--- src/core/jtag_isp_pkg.sv ---
// Purpose: Shared constants and types for the test and programming port.
// Assumes: 20 MHz core clock; the test clock is sampled, not used as clock.
// Notes: Instruction codes are 4 bits; unknown codes select the bypass bit.
package jtag_isp_pkg;
   localparam int NUM_IO_PINS = 68;
   localparam int NUM_IN_PINS = 4;
   localparam int NUM_MC = 64;
   localparam int IR_W = 4;
   localparam int ID_W = 32;
   localparam logic [IR_W-1:0] IR_EXTEST = 4'h0;
   localparam logic [IR_W-1:0] IR_SAMPLE = 4'h1;
   localparam logic [IR_W-1:0] IR_IDCODE = 4'h2;
   localparam logic [IR_W-1:0] IR_HIGHZ = 4'h3;
   localparam logic [IR_W-1:0] IR_BYPASS = 4'hF;
   localparam logic [IR_W-1:0] IR_CAPT = 4'h1;
   // Pin positions inside the four-pin test port group.
   localparam int JP_TCK = 0;
   localparam int JP_TMS = 1;
   localparam int JP_TDI = 2;
   localparam int JP_TDO = 3;
   // Capture stage positions inside a pin cell; scan runs from 2 to 0.
   localparam int CB_IN = 2;
   localparam int CB_OUT = 1;
   localparam int CB_OE = 0;
   localparam int UB_OUT = 1;
   localparam int UB_OE = 0;
   localparam int CLK_PERIOD_NS = 50;
   localparam int POR_TD_NS = 1000;
   localparam int POR_TD_CYC =
      (POR_TD_NS + CLK_PERIOD_NS - 1) / CLK_PERIOD_NS;
   localparam int HYST_DROP_NS = 500;
   localparam int HYST_DROP_CYC =
      (HYST_DROP_NS + CLK_PERIOD_NS - 1) / CLK_PERIOD_NS;
   localparam int CNT_W = 8;
   typedef enum logic [3:0] {
      TAP_TLR = 4'h0,
      TAP_RTI = 4'h1,
      TAP_SEL_DR = 4'h3,
      TAP_CAP_DR = 4'h2,
      TAP_SH_DR = 4'h6,
      TAP_EX1_DR = 4'h7,
      TAP_UPD_DR = 4'h5,
      TAP_PAU_DR = 4'h4,
      TAP_EX2_DR = 4'hC,
      TAP_SEL_IR = 4'hD,
      TAP_CAP_IR = 4'hF,
      TAP_SH_IR = 4'hE,
      TAP_EX1_IR = 4'hA,
      TAP_PAU_IR = 4'hB,
      TAP_EX2_IR = 4'h9,
      TAP_UPD_IR = 4'h8
   } tap_state_e;
endpackage : jtag_isp_pkg

--- src/core/boundary_cell.sv ---
// Purpose: One boundary scan cell, pin variant or macrocell variant.
// Assumes: Strobes are one-cycle pulses from the test port controller.
// Notes: The macrocell variant only observes; it has no update stage.
`timescale 1ns/1ps
module boundary_cell
   import jtag_isp_pkg::*;
#(
   parameter bit IS_PIN = 1'b1
) (
   input wire logic core_clk_i,
   input wire logic sys_rst_i,
   input wire logic clr_i,
   input wire logic cap_en_i,
   input wire logic shift_en_i,
   input wire logic upd_en_i,
   input wire logic scan_i,
   input wire logic pin_in_i,
   input wire logic core_out_i,
   input wire logic core_oe_i,
   output logic scan_o,
   output logic upd_out_o,
   output logic upd_oe_o
);
   typedef struct packed {
      logic [2:0] cap;
      logic [1:0] upd;
   } cell_s;

   cell_s s_r;
   cell_s s_nxt;

   always_comb begin
      s_nxt = s_r;
      if (clr_i) begin
         s_nxt = '0;
      end else if (cap_en_i) begin
         if (IS_PIN) begin
            s_nxt.cap = {pin_in_i, core_out_i, core_oe_i};
         end else begin
            s_nxt.cap = {core_out_i, 2'b00};
         end
      end else if (shift_en_i) begin
         if (IS_PIN) begin
            s_nxt.cap = {scan_i, s_r.cap[2:1]};
         end else begin
            s_nxt.cap[2] = scan_i;
         end
      end else if (upd_en_i && IS_PIN) begin
         s_nxt.upd = {s_r.cap[CB_OUT], s_r.cap[CB_OE]};
      end
   end

   always_ff @(posedge core_clk_i or posedge sys_rst_i) begin
      if (sys_rst_i) begin
         s_r <= '0;
      end else begin
         s_r <= s_nxt;
      end
   end

   assign scan_o = IS_PIN ? s_r.cap[0] : s_r.cap[2];
   assign upd_out_o = s_r.upd[UB_OUT];
   assign upd_oe_o = s_r.upd[UB_OE];
endmodule : boundary_cell

--- src/core/jtag_boundary_scan_isp_port.sv ---
// Purpose: Test access port, boundary chain, pin release and power-up reset.
// Assumes: Test pins are sampled by the core clock, at least 8x faster.
// Notes: Port controller actions lag their test clock edge by three core clock cycles; boundary cell actions lag by one more.
`timescale 1ns/1ps
// How it works
// - Port controller resets at power-up; there is no test reset pin.
// - Five instructions: sample/preload, extest, bypass, idcode, highz.
// - Every dedicated input and every I/O pin owns a boundary cell.
// - Cells form one serial chain from TDI to TDO through captures.
// - A cell holds up to three capture stages and two update stages.
// - Two cell variants exist: pin cells and macrocell cells.
// - Captures sample live signals, shift serially, and load updates.
// - Capture, shift and update strobes come from the port controller.
// - With test access disabled the four test pins act as user I/O.
// - Programming read requests arrive on their own inputs, not over the four test pins.
// - Power-up initialises registers; outputs follow buffer polarity.
// - Power-up reset hysteresis is selectable as small or large.
// - Blown security fuse refuses verify reads; signature stays readable.
module jtag_boundary_scan_isp_port
   import jtag_isp_pkg::*;
#(
   parameter int NIO = NUM_IO_PINS,
   parameter int NIN = NUM_IN_PINS,
   parameter int NMC = NUM_MC,
   parameter logic [NIO+NIN-1:0] OUT_POL = '0,
   parameter bit HYST_LARGE = 1'b0,
   parameter int TD_CYC = POR_TD_CYC,
   parameter int DROP_CYC = HYST_DROP_CYC,
   // Arbitrary identification value; bit 0 is one as the standard asks.
   parameter logic [ID_W-1:0] IDCODE = 32'h0ABC_0001
) (
   input wire logic core_clk_i,
   input wire logic sys_rst_i,
   input wire logic jtag_en_i,
   input wire logic vdd_ok_i,
   input wire logic fuse_blown_i,
   input wire logic isp_rd_req_i,
   input wire logic isp_rd_sig_i,
   input wire logic [3:0] jtag_pin_i,
   input wire logic [3:0] user_jtag_out_i,
   input wire logic [3:0] user_jtag_oe_i,
   input wire logic [NIO+NIN-1:0] pin_in_i,
   input wire logic [NIO+NIN-1:0] core_out_i,
   input wire logic [NIO+NIN-1:0] core_oe_i,
   input wire logic [NMC-1:0] mc_out_i,
   output logic [3:0] jtag_pin_o,
   output logic [3:0] jtag_pin_oe_o,
   output logic [3:0] user_jtag_in_o,
   output logic [NIO+NIN-1:0] pin_out_o,
   output logic [NIO+NIN-1:0] pin_oe_o,
   output logic [NIO+NIN-1:0] core_in_o,
   output logic isp_rd_ok_o,
   output logic isp_rd_refused_o,
   output logic por_busy_o
);
   localparam int NPIN = NIO + NIN;
   localparam int NCELL = NPIN + NMC;

   typedef struct packed {
      tap_state_e st;
      logic [3:0] jp_s1;
      logic [3:0] jp_s2;
      logic tck_q;
      logic tdi_q;
      logic [NPIN-1:0] pin_s1;
      logic [NPIN-1:0] pin_s2;
      logic vdd_s1;
      logic vdd_s2;
      logic por_busy;
      logic [CNT_W-1:0] por_cnt;
      logic [CNT_W-1:0] drop_cnt;
      logic [IR_W-1:0] ir;
      logic [IR_W-1:0] ir_sh;
      logic byp;
      logic [ID_W-1:0] id_sh;
      logic tdo;
      logic tdo_oe;
      logic cap_en;
      logic sh_en;
      logic upd_en;
      logic [NPIN-1:0] pin_out;
      logic [NPIN-1:0] pin_oe;
      logic [3:0] jp_out;
      logic [3:0] jp_oe;
      logic rd_ok;
      logic rd_ref;
   } port_s;

   port_s s_r;
   port_s s_nxt;
   logic [NCELL:0] chain;
   logic [NPIN-1:0] upd_out;
   logic [NPIN-1:0] upd_oe;
   logic tck_rise;
   logic tck_fall;
   logic tms;
   logic tdi;
   logic bnd_sel;
   logic extest;

   function automatic tap_state_e tap_next(input tap_state_e st,
                                           input logic m);
      case (st)
         TAP_TLR: tap_next = m ? TAP_TLR : TAP_RTI;
         TAP_RTI: tap_next = m ? TAP_SEL_DR : TAP_RTI;
         TAP_SEL_DR: tap_next = m ? TAP_SEL_IR : TAP_CAP_DR;
         TAP_CAP_DR: tap_next = m ? TAP_EX1_DR : TAP_SH_DR;
         TAP_SH_DR: tap_next = m ? TAP_EX1_DR : TAP_SH_DR;
         TAP_EX1_DR: tap_next = m ? TAP_UPD_DR : TAP_PAU_DR;
         TAP_PAU_DR: tap_next = m ? TAP_EX2_DR : TAP_PAU_DR;
         TAP_EX2_DR: tap_next = m ? TAP_UPD_DR : TAP_SH_DR;
         TAP_UPD_DR: tap_next = m ? TAP_SEL_DR : TAP_RTI;
         TAP_SEL_IR: tap_next = m ? TAP_TLR : TAP_CAP_IR;
         TAP_CAP_IR: tap_next = m ? TAP_EX1_IR : TAP_SH_IR;
         TAP_SH_IR: tap_next = m ? TAP_EX1_IR : TAP_SH_IR;
         TAP_EX1_IR: tap_next = m ? TAP_UPD_IR : TAP_PAU_IR;
         TAP_PAU_IR: tap_next = m ? TAP_EX2_IR : TAP_PAU_IR;
         TAP_EX2_IR: tap_next = m ? TAP_UPD_IR : TAP_SH_IR;
         TAP_UPD_IR: tap_next = m ? TAP_SEL_DR : TAP_RTI;
         default: tap_next = TAP_TLR;
      endcase
   endfunction : tap_next

   // Edges are found on the second synchroniser stage only.
   assign tck_rise = s_r.jp_s2[JP_TCK] & ~s_r.tck_q;
   assign tck_fall = ~s_r.jp_s2[JP_TCK] & s_r.tck_q;
   assign tms = s_r.jp_s2[JP_TMS];
   assign tdi = s_r.jp_s2[JP_TDI];
   assign extest = (s_r.ir == IR_EXTEST);
   assign bnd_sel = extest || (s_r.ir == IR_SAMPLE);
   assign chain[0] = s_r.tdi_q;

   genvar g;
   generate
      for (g = 0; g < NCELL; g++) begin : g_cell
         if (g < NPIN) begin : g_pin
            boundary_cell #(.IS_PIN(1'b1)) u_cell (
               .core_clk_i(core_clk_i),
               .sys_rst_i(sys_rst_i),
               .clr_i(s_r.por_busy),
               .cap_en_i(s_r.cap_en),
               .shift_en_i(s_r.sh_en),
               .upd_en_i(s_r.upd_en),
               .scan_i(chain[g]),
               .pin_in_i(s_r.pin_s2[g]),
               .core_out_i(core_out_i[g]),
               .core_oe_i(core_oe_i[g]),
               .scan_o(chain[g+1]),
               .upd_out_o(upd_out[g]),
               .upd_oe_o(upd_oe[g])
            );
         end else begin : g_mc
            boundary_cell #(.IS_PIN(1'b0)) u_cell (
               .core_clk_i(core_clk_i),
               .sys_rst_i(sys_rst_i),
               .clr_i(s_r.por_busy),
               .cap_en_i(s_r.cap_en),
               .shift_en_i(s_r.sh_en),
               .upd_en_i(s_r.upd_en),
               .scan_i(chain[g]),
               .pin_in_i(1'b0),
               .core_out_i(mc_out_i[g-NPIN]),
               .core_oe_i(1'b0),
               .scan_o(chain[g+1]),
               .upd_out_o(),
               .upd_oe_o()
            );
         end
      end
   endgenerate

   always_comb begin
      s_nxt = s_r;
      s_nxt.jp_s1 = jtag_pin_i;
      s_nxt.jp_s2 = s_r.jp_s1;
      s_nxt.tck_q = s_r.jp_s2[JP_TCK];
      s_nxt.pin_s1 = pin_in_i;
      s_nxt.pin_s2 = s_r.pin_s1;
      s_nxt.vdd_s1 = vdd_ok_i;
      s_nxt.vdd_s2 = s_r.vdd_s1;
      s_nxt.cap_en = 1'b0;
      s_nxt.sh_en = 1'b0;
      s_nxt.upd_en = 1'b0;
      s_nxt.rd_ok = 1'b0;
      s_nxt.rd_ref = 1'b0;
      // Large hysteresis rides out short supply dips; small re-arms at once.
      if (!s_r.vdd_s2) begin
         if (!HYST_LARGE || s_r.drop_cnt == CNT_W'(DROP_CYC - 1)) begin
            s_nxt.por_busy = 1'b1;
            s_nxt.por_cnt = '0;
         end else begin
            s_nxt.drop_cnt = s_r.drop_cnt + 1'b1;
         end
      end else begin
         s_nxt.drop_cnt = '0;
         if (s_r.por_busy) begin
            if (s_r.por_cnt == CNT_W'(TD_CYC - 1)) begin
               s_nxt.por_busy = 1'b0;
            end else begin
               s_nxt.por_cnt = s_r.por_cnt + 1'b1;
            end
         end
      end
      if (s_r.por_busy || !jtag_en_i) begin
         s_nxt.st = TAP_TLR;
         s_nxt.ir = IR_IDCODE;
         s_nxt.tdo_oe = 1'b0;
      end else if (tck_rise) begin
         case (s_r.st)
            TAP_TLR: s_nxt.ir = IR_IDCODE;
            TAP_CAP_DR: begin
               s_nxt.byp = 1'b0;
               s_nxt.id_sh = IDCODE;
               s_nxt.cap_en = bnd_sel;
            end
            TAP_SH_DR: begin
               s_nxt.byp = tdi;
               s_nxt.id_sh = {tdi, s_r.id_sh[ID_W-1:1]};
               s_nxt.sh_en = bnd_sel;
            end
            TAP_UPD_DR: s_nxt.upd_en = bnd_sel;
            TAP_CAP_IR: s_nxt.ir_sh = IR_CAPT;
            TAP_SH_IR: s_nxt.ir_sh = {tdi, s_r.ir_sh[IR_W-1:1]};
            TAP_UPD_IR: s_nxt.ir = s_r.ir_sh;
            default: ;
         endcase
         s_nxt.tdi_q = tdi;
         s_nxt.st = tap_next(s_r.st, tms);
      end else if (tck_fall) begin
         s_nxt.tdo_oe = (s_r.st == TAP_SH_DR) || (s_r.st == TAP_SH_IR);
         if (s_r.st == TAP_SH_IR) begin
            s_nxt.tdo = s_r.ir_sh[0];
         end else if (bnd_sel) begin
            s_nxt.tdo = chain[NCELL];
         end else if (s_r.ir == IR_IDCODE) begin
            s_nxt.tdo = s_r.id_sh[0];
         end else begin
            s_nxt.tdo = s_r.byp;
         end
      end
      for (int i = 0; i < NPIN; i++) begin
         if (s_r.por_busy) begin
            s_nxt.pin_out[i] = OUT_POL[i];
            s_nxt.pin_oe[i] = 1'b0;
         end else begin
            s_nxt.pin_out[i] = extest ? upd_out[i] :
                               core_out_i[i] ^ OUT_POL[i];
            s_nxt.pin_oe[i] = (i < NIO) && (s_r.ir != IR_HIGHZ) &&
                              (extest ? upd_oe[i] : core_oe_i[i]);
         end
      end
      if (jtag_en_i) begin
         s_nxt.jp_out = '0;
         s_nxt.jp_oe = '0;
         s_nxt.jp_out[JP_TDO] = s_nxt.tdo;
         s_nxt.jp_oe[JP_TDO] = s_nxt.tdo_oe;
      end else begin
         s_nxt.jp_out = user_jtag_out_i;
         s_nxt.jp_oe = user_jtag_oe_i;
      end
      // The signature stays readable; pattern verify needs an intact fuse.
      if (isp_rd_req_i) begin
         if (isp_rd_sig_i || !fuse_blown_i) begin
            s_nxt.rd_ok = 1'b1;
         end else begin
            s_nxt.rd_ref = 1'b1;
         end
      end
   end

   always_ff @(posedge core_clk_i or posedge sys_rst_i) begin
      if (sys_rst_i) begin
         s_r <= '0;
         s_r.ir <= IR_IDCODE;
         s_r.por_busy <= 1'b1;
         s_r.pin_out <= OUT_POL;
      end else begin
         s_r <= s_nxt;
      end
   end

   assign jtag_pin_o = s_r.jp_out;
   assign jtag_pin_oe_o = s_r.jp_oe;
   assign user_jtag_in_o = s_r.jp_s2;
   assign pin_out_o = s_r.pin_out;
   assign pin_oe_o = s_r.pin_oe;
   assign core_in_o = s_r.pin_s2;
   assign isp_rd_ok_o = s_r.rd_ok;
   assign isp_rd_refused_o = s_r.rd_ref;
   assign por_busy_o = s_r.por_busy;
endmodule : jtag_boundary_scan_isp_port

--- config.mk ---
export PLATFORM = sky130hd
export DESIGN_NAME = jtag_boundary_scan_isp_port
export DESIGN_NICKNAME = d
export VERILOG_FILES = /design/src/core/jtag_isp_pkg.sv /design/src/core/boundary_cell.sv /design/src/core/jtag_boundary_scan_isp_port.sv
export SDC_FILE = /design/constraint.sdc
export NUM_CORES = 2
export LEC_CHECK = 0
export BUFFER_PORTS_ARGS = -buffer_cell sky130_fd_sc_hd__clkbuf_2
export CORE_MARGIN = 10
export CORE_UTILIZATION = 50
export CTS_CLUSTER_DIAMETER = 150
export DETAILED_ROUTE_END_ITERATION = 10
export PLACE_DENSITY = 0.83
export SLEW_MARGIN = 20
export SYNTH_ARGS = -nofsm -noshare
export SYNTH_HDL_FRONTEND = slang
export SYNTH_SLANG_ARGS = --single-unit
--- constraint.sdc ---
create_clock -name core_clk_i -period 56.9 [get_ports core_clk_i]
set_clock_uncertainty 0.15 [all_clocks]
set_input_delay 11.38 -clock core_clk_i [delete_from_list [all_inputs] [get_ports core_clk_i]]
set_output_delay 11.38 -clock core_clk_i [all_outputs]
set_load 0.03 [all_outputs]
* After elaboration in Yosys (flattened, before gate mapping)
Index checks and enable logic that the tools add are counted.
** Word-level totals
- Bits in registers :: 789
- Bits of input ports :: 299
- Output and inout port bits :: 231
- Word-level logic and storage cells :: 1299
** Cells by class
- Add/subtract/negate cells :: 1
- Equality and inequality tests :: 23
- Mux-type cells :: 945
- Bitwise operators :: 5
- Reductions and logical operators :: 91
** Operators with widths (count)
- two-way mux 3 bit :: 212
- two-way mux 2 bit :: 224
- two-way mux 1 bit :: 422
- two-way mux 5 bit :: 72
- logical AND 1 bit :: 68
- case mux 33 bit (2 select lines) :: 1
- case mux 4 bit (12 select lines) :: 1
- two-way mux 41 bit :: 1
- == test 4 bit (second input constant) :: 8
- two-way mux 4 bit :: 6
- two-way mux 17 bit :: 1
- == test 4 x 3 -> 1 bit (second input constant) :: 4
- two-way mux 8 bit :: 2
- case mux 4 bit (2 select lines) :: 2
- == test 4 x 2 -> 1 bit (second input constant) :: 3
- two-way mux 9 bit :: 1
- AND reduction 3 bit :: 3
- adder 8 x 1 -> 8 bit (second input constant) :: 1
- == test 4 x 1 -> 1 bit (second input constant) :: 2
- == test 8 x 5 -> 1 bit (second input constant) :: 1
- logical NOT 4 bit :: 2
- nonzero test 2 bit :: 4
- AND reduction 2 bit :: 3
- nonzero test 3 bit :: 2
- other kinds (9) :: 19

* Depth between registers and ports, before layout
- Depth after elaboration :: 8
- Mapped depth :: 8
- Gate-level depth less buffers :: 5

* By module
Synthesis repeated with hierarchy kept, for this count alone.
** Unflattened totals
- Cells, all modules :: 3483
- Area, all modules :: 38074.0 sq um
** By module, submodules not included
- boundary_cell at g_cell[0].g_pin.u_cell ... :: instances 72, cells an instance 23, area an instance 261.5 sq um, seq. area each 125.1 sq um
- jtag_boundary_scan_isp_port :: instances 1, cells an instance 1251, area an instance 14121.0 sq um, seq. area each 9111.2 sq um
- boundary_cell at g_cell[100].g_mc.u_cell ... :: instances 64, cells an instance 9, area an instance 80.1 sq um, seq. area each 25.0 sq um

* Least setup slack after synthesis
Ideal clock, no wire load.
- Path type :: in2reg
- Start :: input jtag_en_i
- End :: register s_r[193] (netlist bit)
- Library setup time :: 0.083 ns
- Arrival :: 12.404 ns
- Required time :: 56.667 ns
- Setup slack :: 44.263 ns
- Cell stages on the path :: 5
- Path buffers :: 1
- Cells stage by stage :: clkbuf_1 > nand2b_1 > nor3_1 > nand3b_1 > o21ai_0
** On the way
- Longest elaborated chain between the ends :: 4
** RTL lines
- start, declared :: line jtag_boundary_scan_isp_port.sv:34 : input wire logic jtag_en_i,
- logical NOT 1 bit :: line jtag_boundary_scan_isp_port.sv:204 : if (s_r.por_busy || !jtag_en_i) begin
- logical OR 1 bit :: line jtag_boundary_scan_isp_port.sv:204
- inverter 1 bit (no line)
- AND reduction 3 bit (no line)
- end signal, assigned :: line jtag_boundary_scan_isp_port.sv:278 : s_r <= s_nxt;
- end, declared :: line jtag_boundary_scan_isp_port.sv:89 : port_s s_r;
No other way between the ends.
A chain may end at the register's enable or synchronous reset.

==> results_dict.tcl <==
set metrics [dict create \
    drive_above_1_share_pct 20.7 \
    tightest_slew_ps 1130 \
    synth_top_family_by_area "simple AND/OR/NAND/NOR gates" \
    clock_sinks 784 \
    drc 0 \
    vias_per_cell 5.45 \
    vias 23500 \
    antenna_found_initial 28 \
    post-cts-setup-buffers 0 \
    worstPathRequired_ps 57420 \
    gr-total-overflow 0 \
    fin_tns_setup_ps 0 \
    slowest_stage "buf_4" \
    routedWlPerCell_um 21.3 \
    synth_cell_types 48 \
    fmax_mhz 62.4 \
    synth-seq-area-share_pct 59.6 \
    cts_hold_buf 0 \
    crit_arrival_ps 16540 \
    fin_area_sq_um 37100 \
    start_util_pct 50.2 \
    synth_xor_area_share_pct 0.160 \
    fin_crit_sh_pct 28.2 \
    end_kind "async pin" \
    insertion_delay_ps 620 \
    ys_ff_latch 784 \
    gp_congestion 0.854 \
    p_leak_nw 17.6 \
    synthSimpleGateAreaFrac_pct 11.9 \
    yosys.area.top_type "dfrtp_1" \
    htree_levels 3 \
    relSlewSlack_pct 24.5 \
    root_buffer "clkbuf_16" \
    crit_type "primary input to async pin" \
    cpPeakStageDelay_ps 850 \
    dr.pass1.iters 6 \
    ioPinCount 530 \
    synth_most_common_cell "dfrtp_1" \
    nets 3656 \
    num_rows 94 \
    cts_tree "built" \
    path_common_cell "buf_4" \
    critPathLaunchType "primary input" \
    routed_wl_um 91700 \
    hold_path.class "flop to flop" \
    peakVddDrop_mv 0.0267 \
    hpwlAfterDp_um 60300 \
    drv_cap 0 \
    wl_met2_um 45000 \
    cp_cell_sequence "clkbuf_2 > inv_8 > buf_4 > buf_4 > buf_4 > buf_4 > buf_4 > buf_4" \
    synthAdderAreaFrac_pct 0.0380 \
    post_cts_resize_count 0 \
    powerDensity_nw_per_um2 31.1 \
    wl_met3_um 6670 \
    area_growth_pct 12.8 \
    coreArea_sq_um 65500 \
    crit_fanout 77 \
    cts-buffers-inserted 82 \
    setup_viol 0 \
    grt_first_pass_wirelength_um 141000 \
    synth_edf_count 0 \
    highest_layer "met5" \
    rsz0062_at_grt "no" \
    port_buffers 525 \
    cts.clk_slew.worst_paths_ps 60 \
    synth_async_sr_flop_share_pct 100 \
    yosys-top-cells-count "dfrtp_1 (782), nor2_1 (570), a21oi_1 (431), nand2_1 (353), mux2i_1 (281)" \
    grt_pass1_vias 23900 \
    synthCells 3157 \
    finalPower_mw 1.16 \
    drtAntennaViolNets 0 \
    hold_slack_ps 195 \
    synth_area_sq_um 32900 \
    synthTopCellsByArea "dfrtp_1 (59%), mux2i_1 (8.5%), a21oi_1 (6.6%)" \
    hold_viol_final 0 \
    ys.flop_type "dfrtp_1" \
    die_w_um 277 \
    synth_compound_gate_area_share_pct 11.4 \
    cts_buffer_depth 3 \
    final.min_clock_period_ps 16020 \
    die_height_um 277 \
    placed_area_sq_um 34300 \
    drt-initial-drc-count 2472 \
    ys_warn_count 0 \
    status "complete, no violations" \
    grt_usage_pct 23.3 \
    syn_avg_cell_area_sq_um 10.4 \
    finalMaxSlewViolations 0 \
    synthMuxAreaShare_pct 8.61 \
    grt_start_max_net_pins 150 \
    yosys.area.top_type_share_pct 59.4 \
    wl_met1_um 36200 \
    dieArea_sq_um 76500 \
]
-- logic make-up (layout without fill, tap and decap cells) --
kind of cell | Yosys count | count (layout)
simple gates | 994 | 994
mux | 283 | 283
xor+xnor | 6 | 6
flops | 784 | 784
fa+ha+maj | 1 | 1
compound gates | 631 | 631
other cells | 1 | 21
buf+inv | 457 | 718
-- report_power, final --
| group | switching [mW] | leakage, nW | internal (mW) |
|---|---|---|---|
| sequential | 0.00409 | 10.6 | 0.564 |
| clock | 0.224 | 1.36 | 0.324 |
| combinational | 0.0277 | 5.64 | 0.0114 |
-- path summary, 6_finish.rpt --
path                                 start                              to  slack, ps  cells past startpoint
worst max register to register  por_busy_o                   pin_out_o[67]      52860                      4
worst min register to register  s_nxt[234]                   core_in_o[15]        190                      0
min in group asynchronous        sys_rst_i                jtag_pin_oe_o[0]      10610                      2
worst max-delay path             sys_rst_i  g_cell[17].g_pin.u_cell.s_r[3]      40880                      8
max in group core_clk_i         por_busy_o                      por_busy_o      43510                      1
worst min-delay path            s_nxt[234]                   core_in_o[15]        190                      0
-- worst max-delay path: cells and delay by family --
kind                   cells  cell delay (ps)
buffers and inverters      8             4980
-- through the flow --
| step | setup slack (ps) | util (%) | instances |
|---|---|---|---|
| after CTS | 40150 | 56.6 | 4284 |
| after global routing | 40040 | 56.7 | 4301 |
| after floorplan | 23360 | - | 3160 |
| after global placement | 39560 | 52.3 | 4134 |
| after detailed placement | 39520 | 52.3 | 4135 |
| final | 40880 | 56.7 | 4302 |
-- per-layer routing --
layer / up-vias / global-route usage (%)
li1: 10800 / -
met1: 11500 / 29.4
met2: 939 / 37.5
met3: 208 / 5.70
met4: 20 / 11.0
met5: - / 0
-- cells in the final DEF, fill, tap and decap left out, types with 2 or more instances in the layout --
cell type / netlist / routed
buf_12: 0 / 2
nand3_1: 7 / 7
a31oi_1: 4 / 4
nor3_1: 4 / 4
and3_1: 3 / 3
nand3b_1: 3 / 3
clkinv_2: 0 / 14
nand2_1: 353 / 353
inv_6: 0 / 2
inv_1: 7 / 6
a22o_1: 141 / 141
nor2_1: 570 / 569
clkbuf_8: 0 / 13
bufinv_16: 0 / 8
mux2i_1: 281 / 281
clkinvlp_4: 0 / 4
dfrtp_1: 782 / 780
a21oi_1: 431 / 430
and2_1: 7 / 7
clkbuf_16: 0 / 83
clkbuf_2: 0 / 525
xnor2_1: 6 / 6
nand2b_1: 6 / 6
or4_1: 2 / 2
clkbuf_1: 151 / 18
conb_1: 1 / 4
nor2b_1: 21 / 21
clkinv_4: 0 / 3
diode_2: 0 / 17
o21ai_0: 45 / 45
mux2_2: 2 / 2
nor3b_1: 4 / 4
buf_4: 228 / 34
dfrtp_4: 0 / 2
nand4_1: 3 / 3
clkinv_8: 0 / 4
nor4_1: 3 / 3
-- registers in the layout, indices dropped and copies added (netlist names), 59 cells and up --
| name | flops |
|---|---|
| pin_out_o | 72 |
| g_cell.g_pin.u_cell.upd_oe_o | 68 |
| g_cell.g_pin.u_cell.scan_o | 72 |
| g_cell.g_pin.u_cell.s_r | 144 |
| pin_oe_o | 68 |
| g_cell.g_mc.u_cell.scan_o | 64 |
| s_nxt | 77 |
| core_in_o | 72 |
| s_r | 59 |
| g_cell.g_pin.u_cell.upd_out_o | 72 |
-- layout make-up --
cell class,count,area [sq um]
Multi-Input combinational cell,1919,10600
Clock inverter,35,449
Antenna cell,17,42.5
Fill cell,5317,28400
Sequential cell,784,19600
Inverter,7,33.8
Tap cell,864,1080
Clock buffer,114,2320
Timing Repair Buffer,562,2950
No activity file was read; power rests on OpenSTA's default activity.
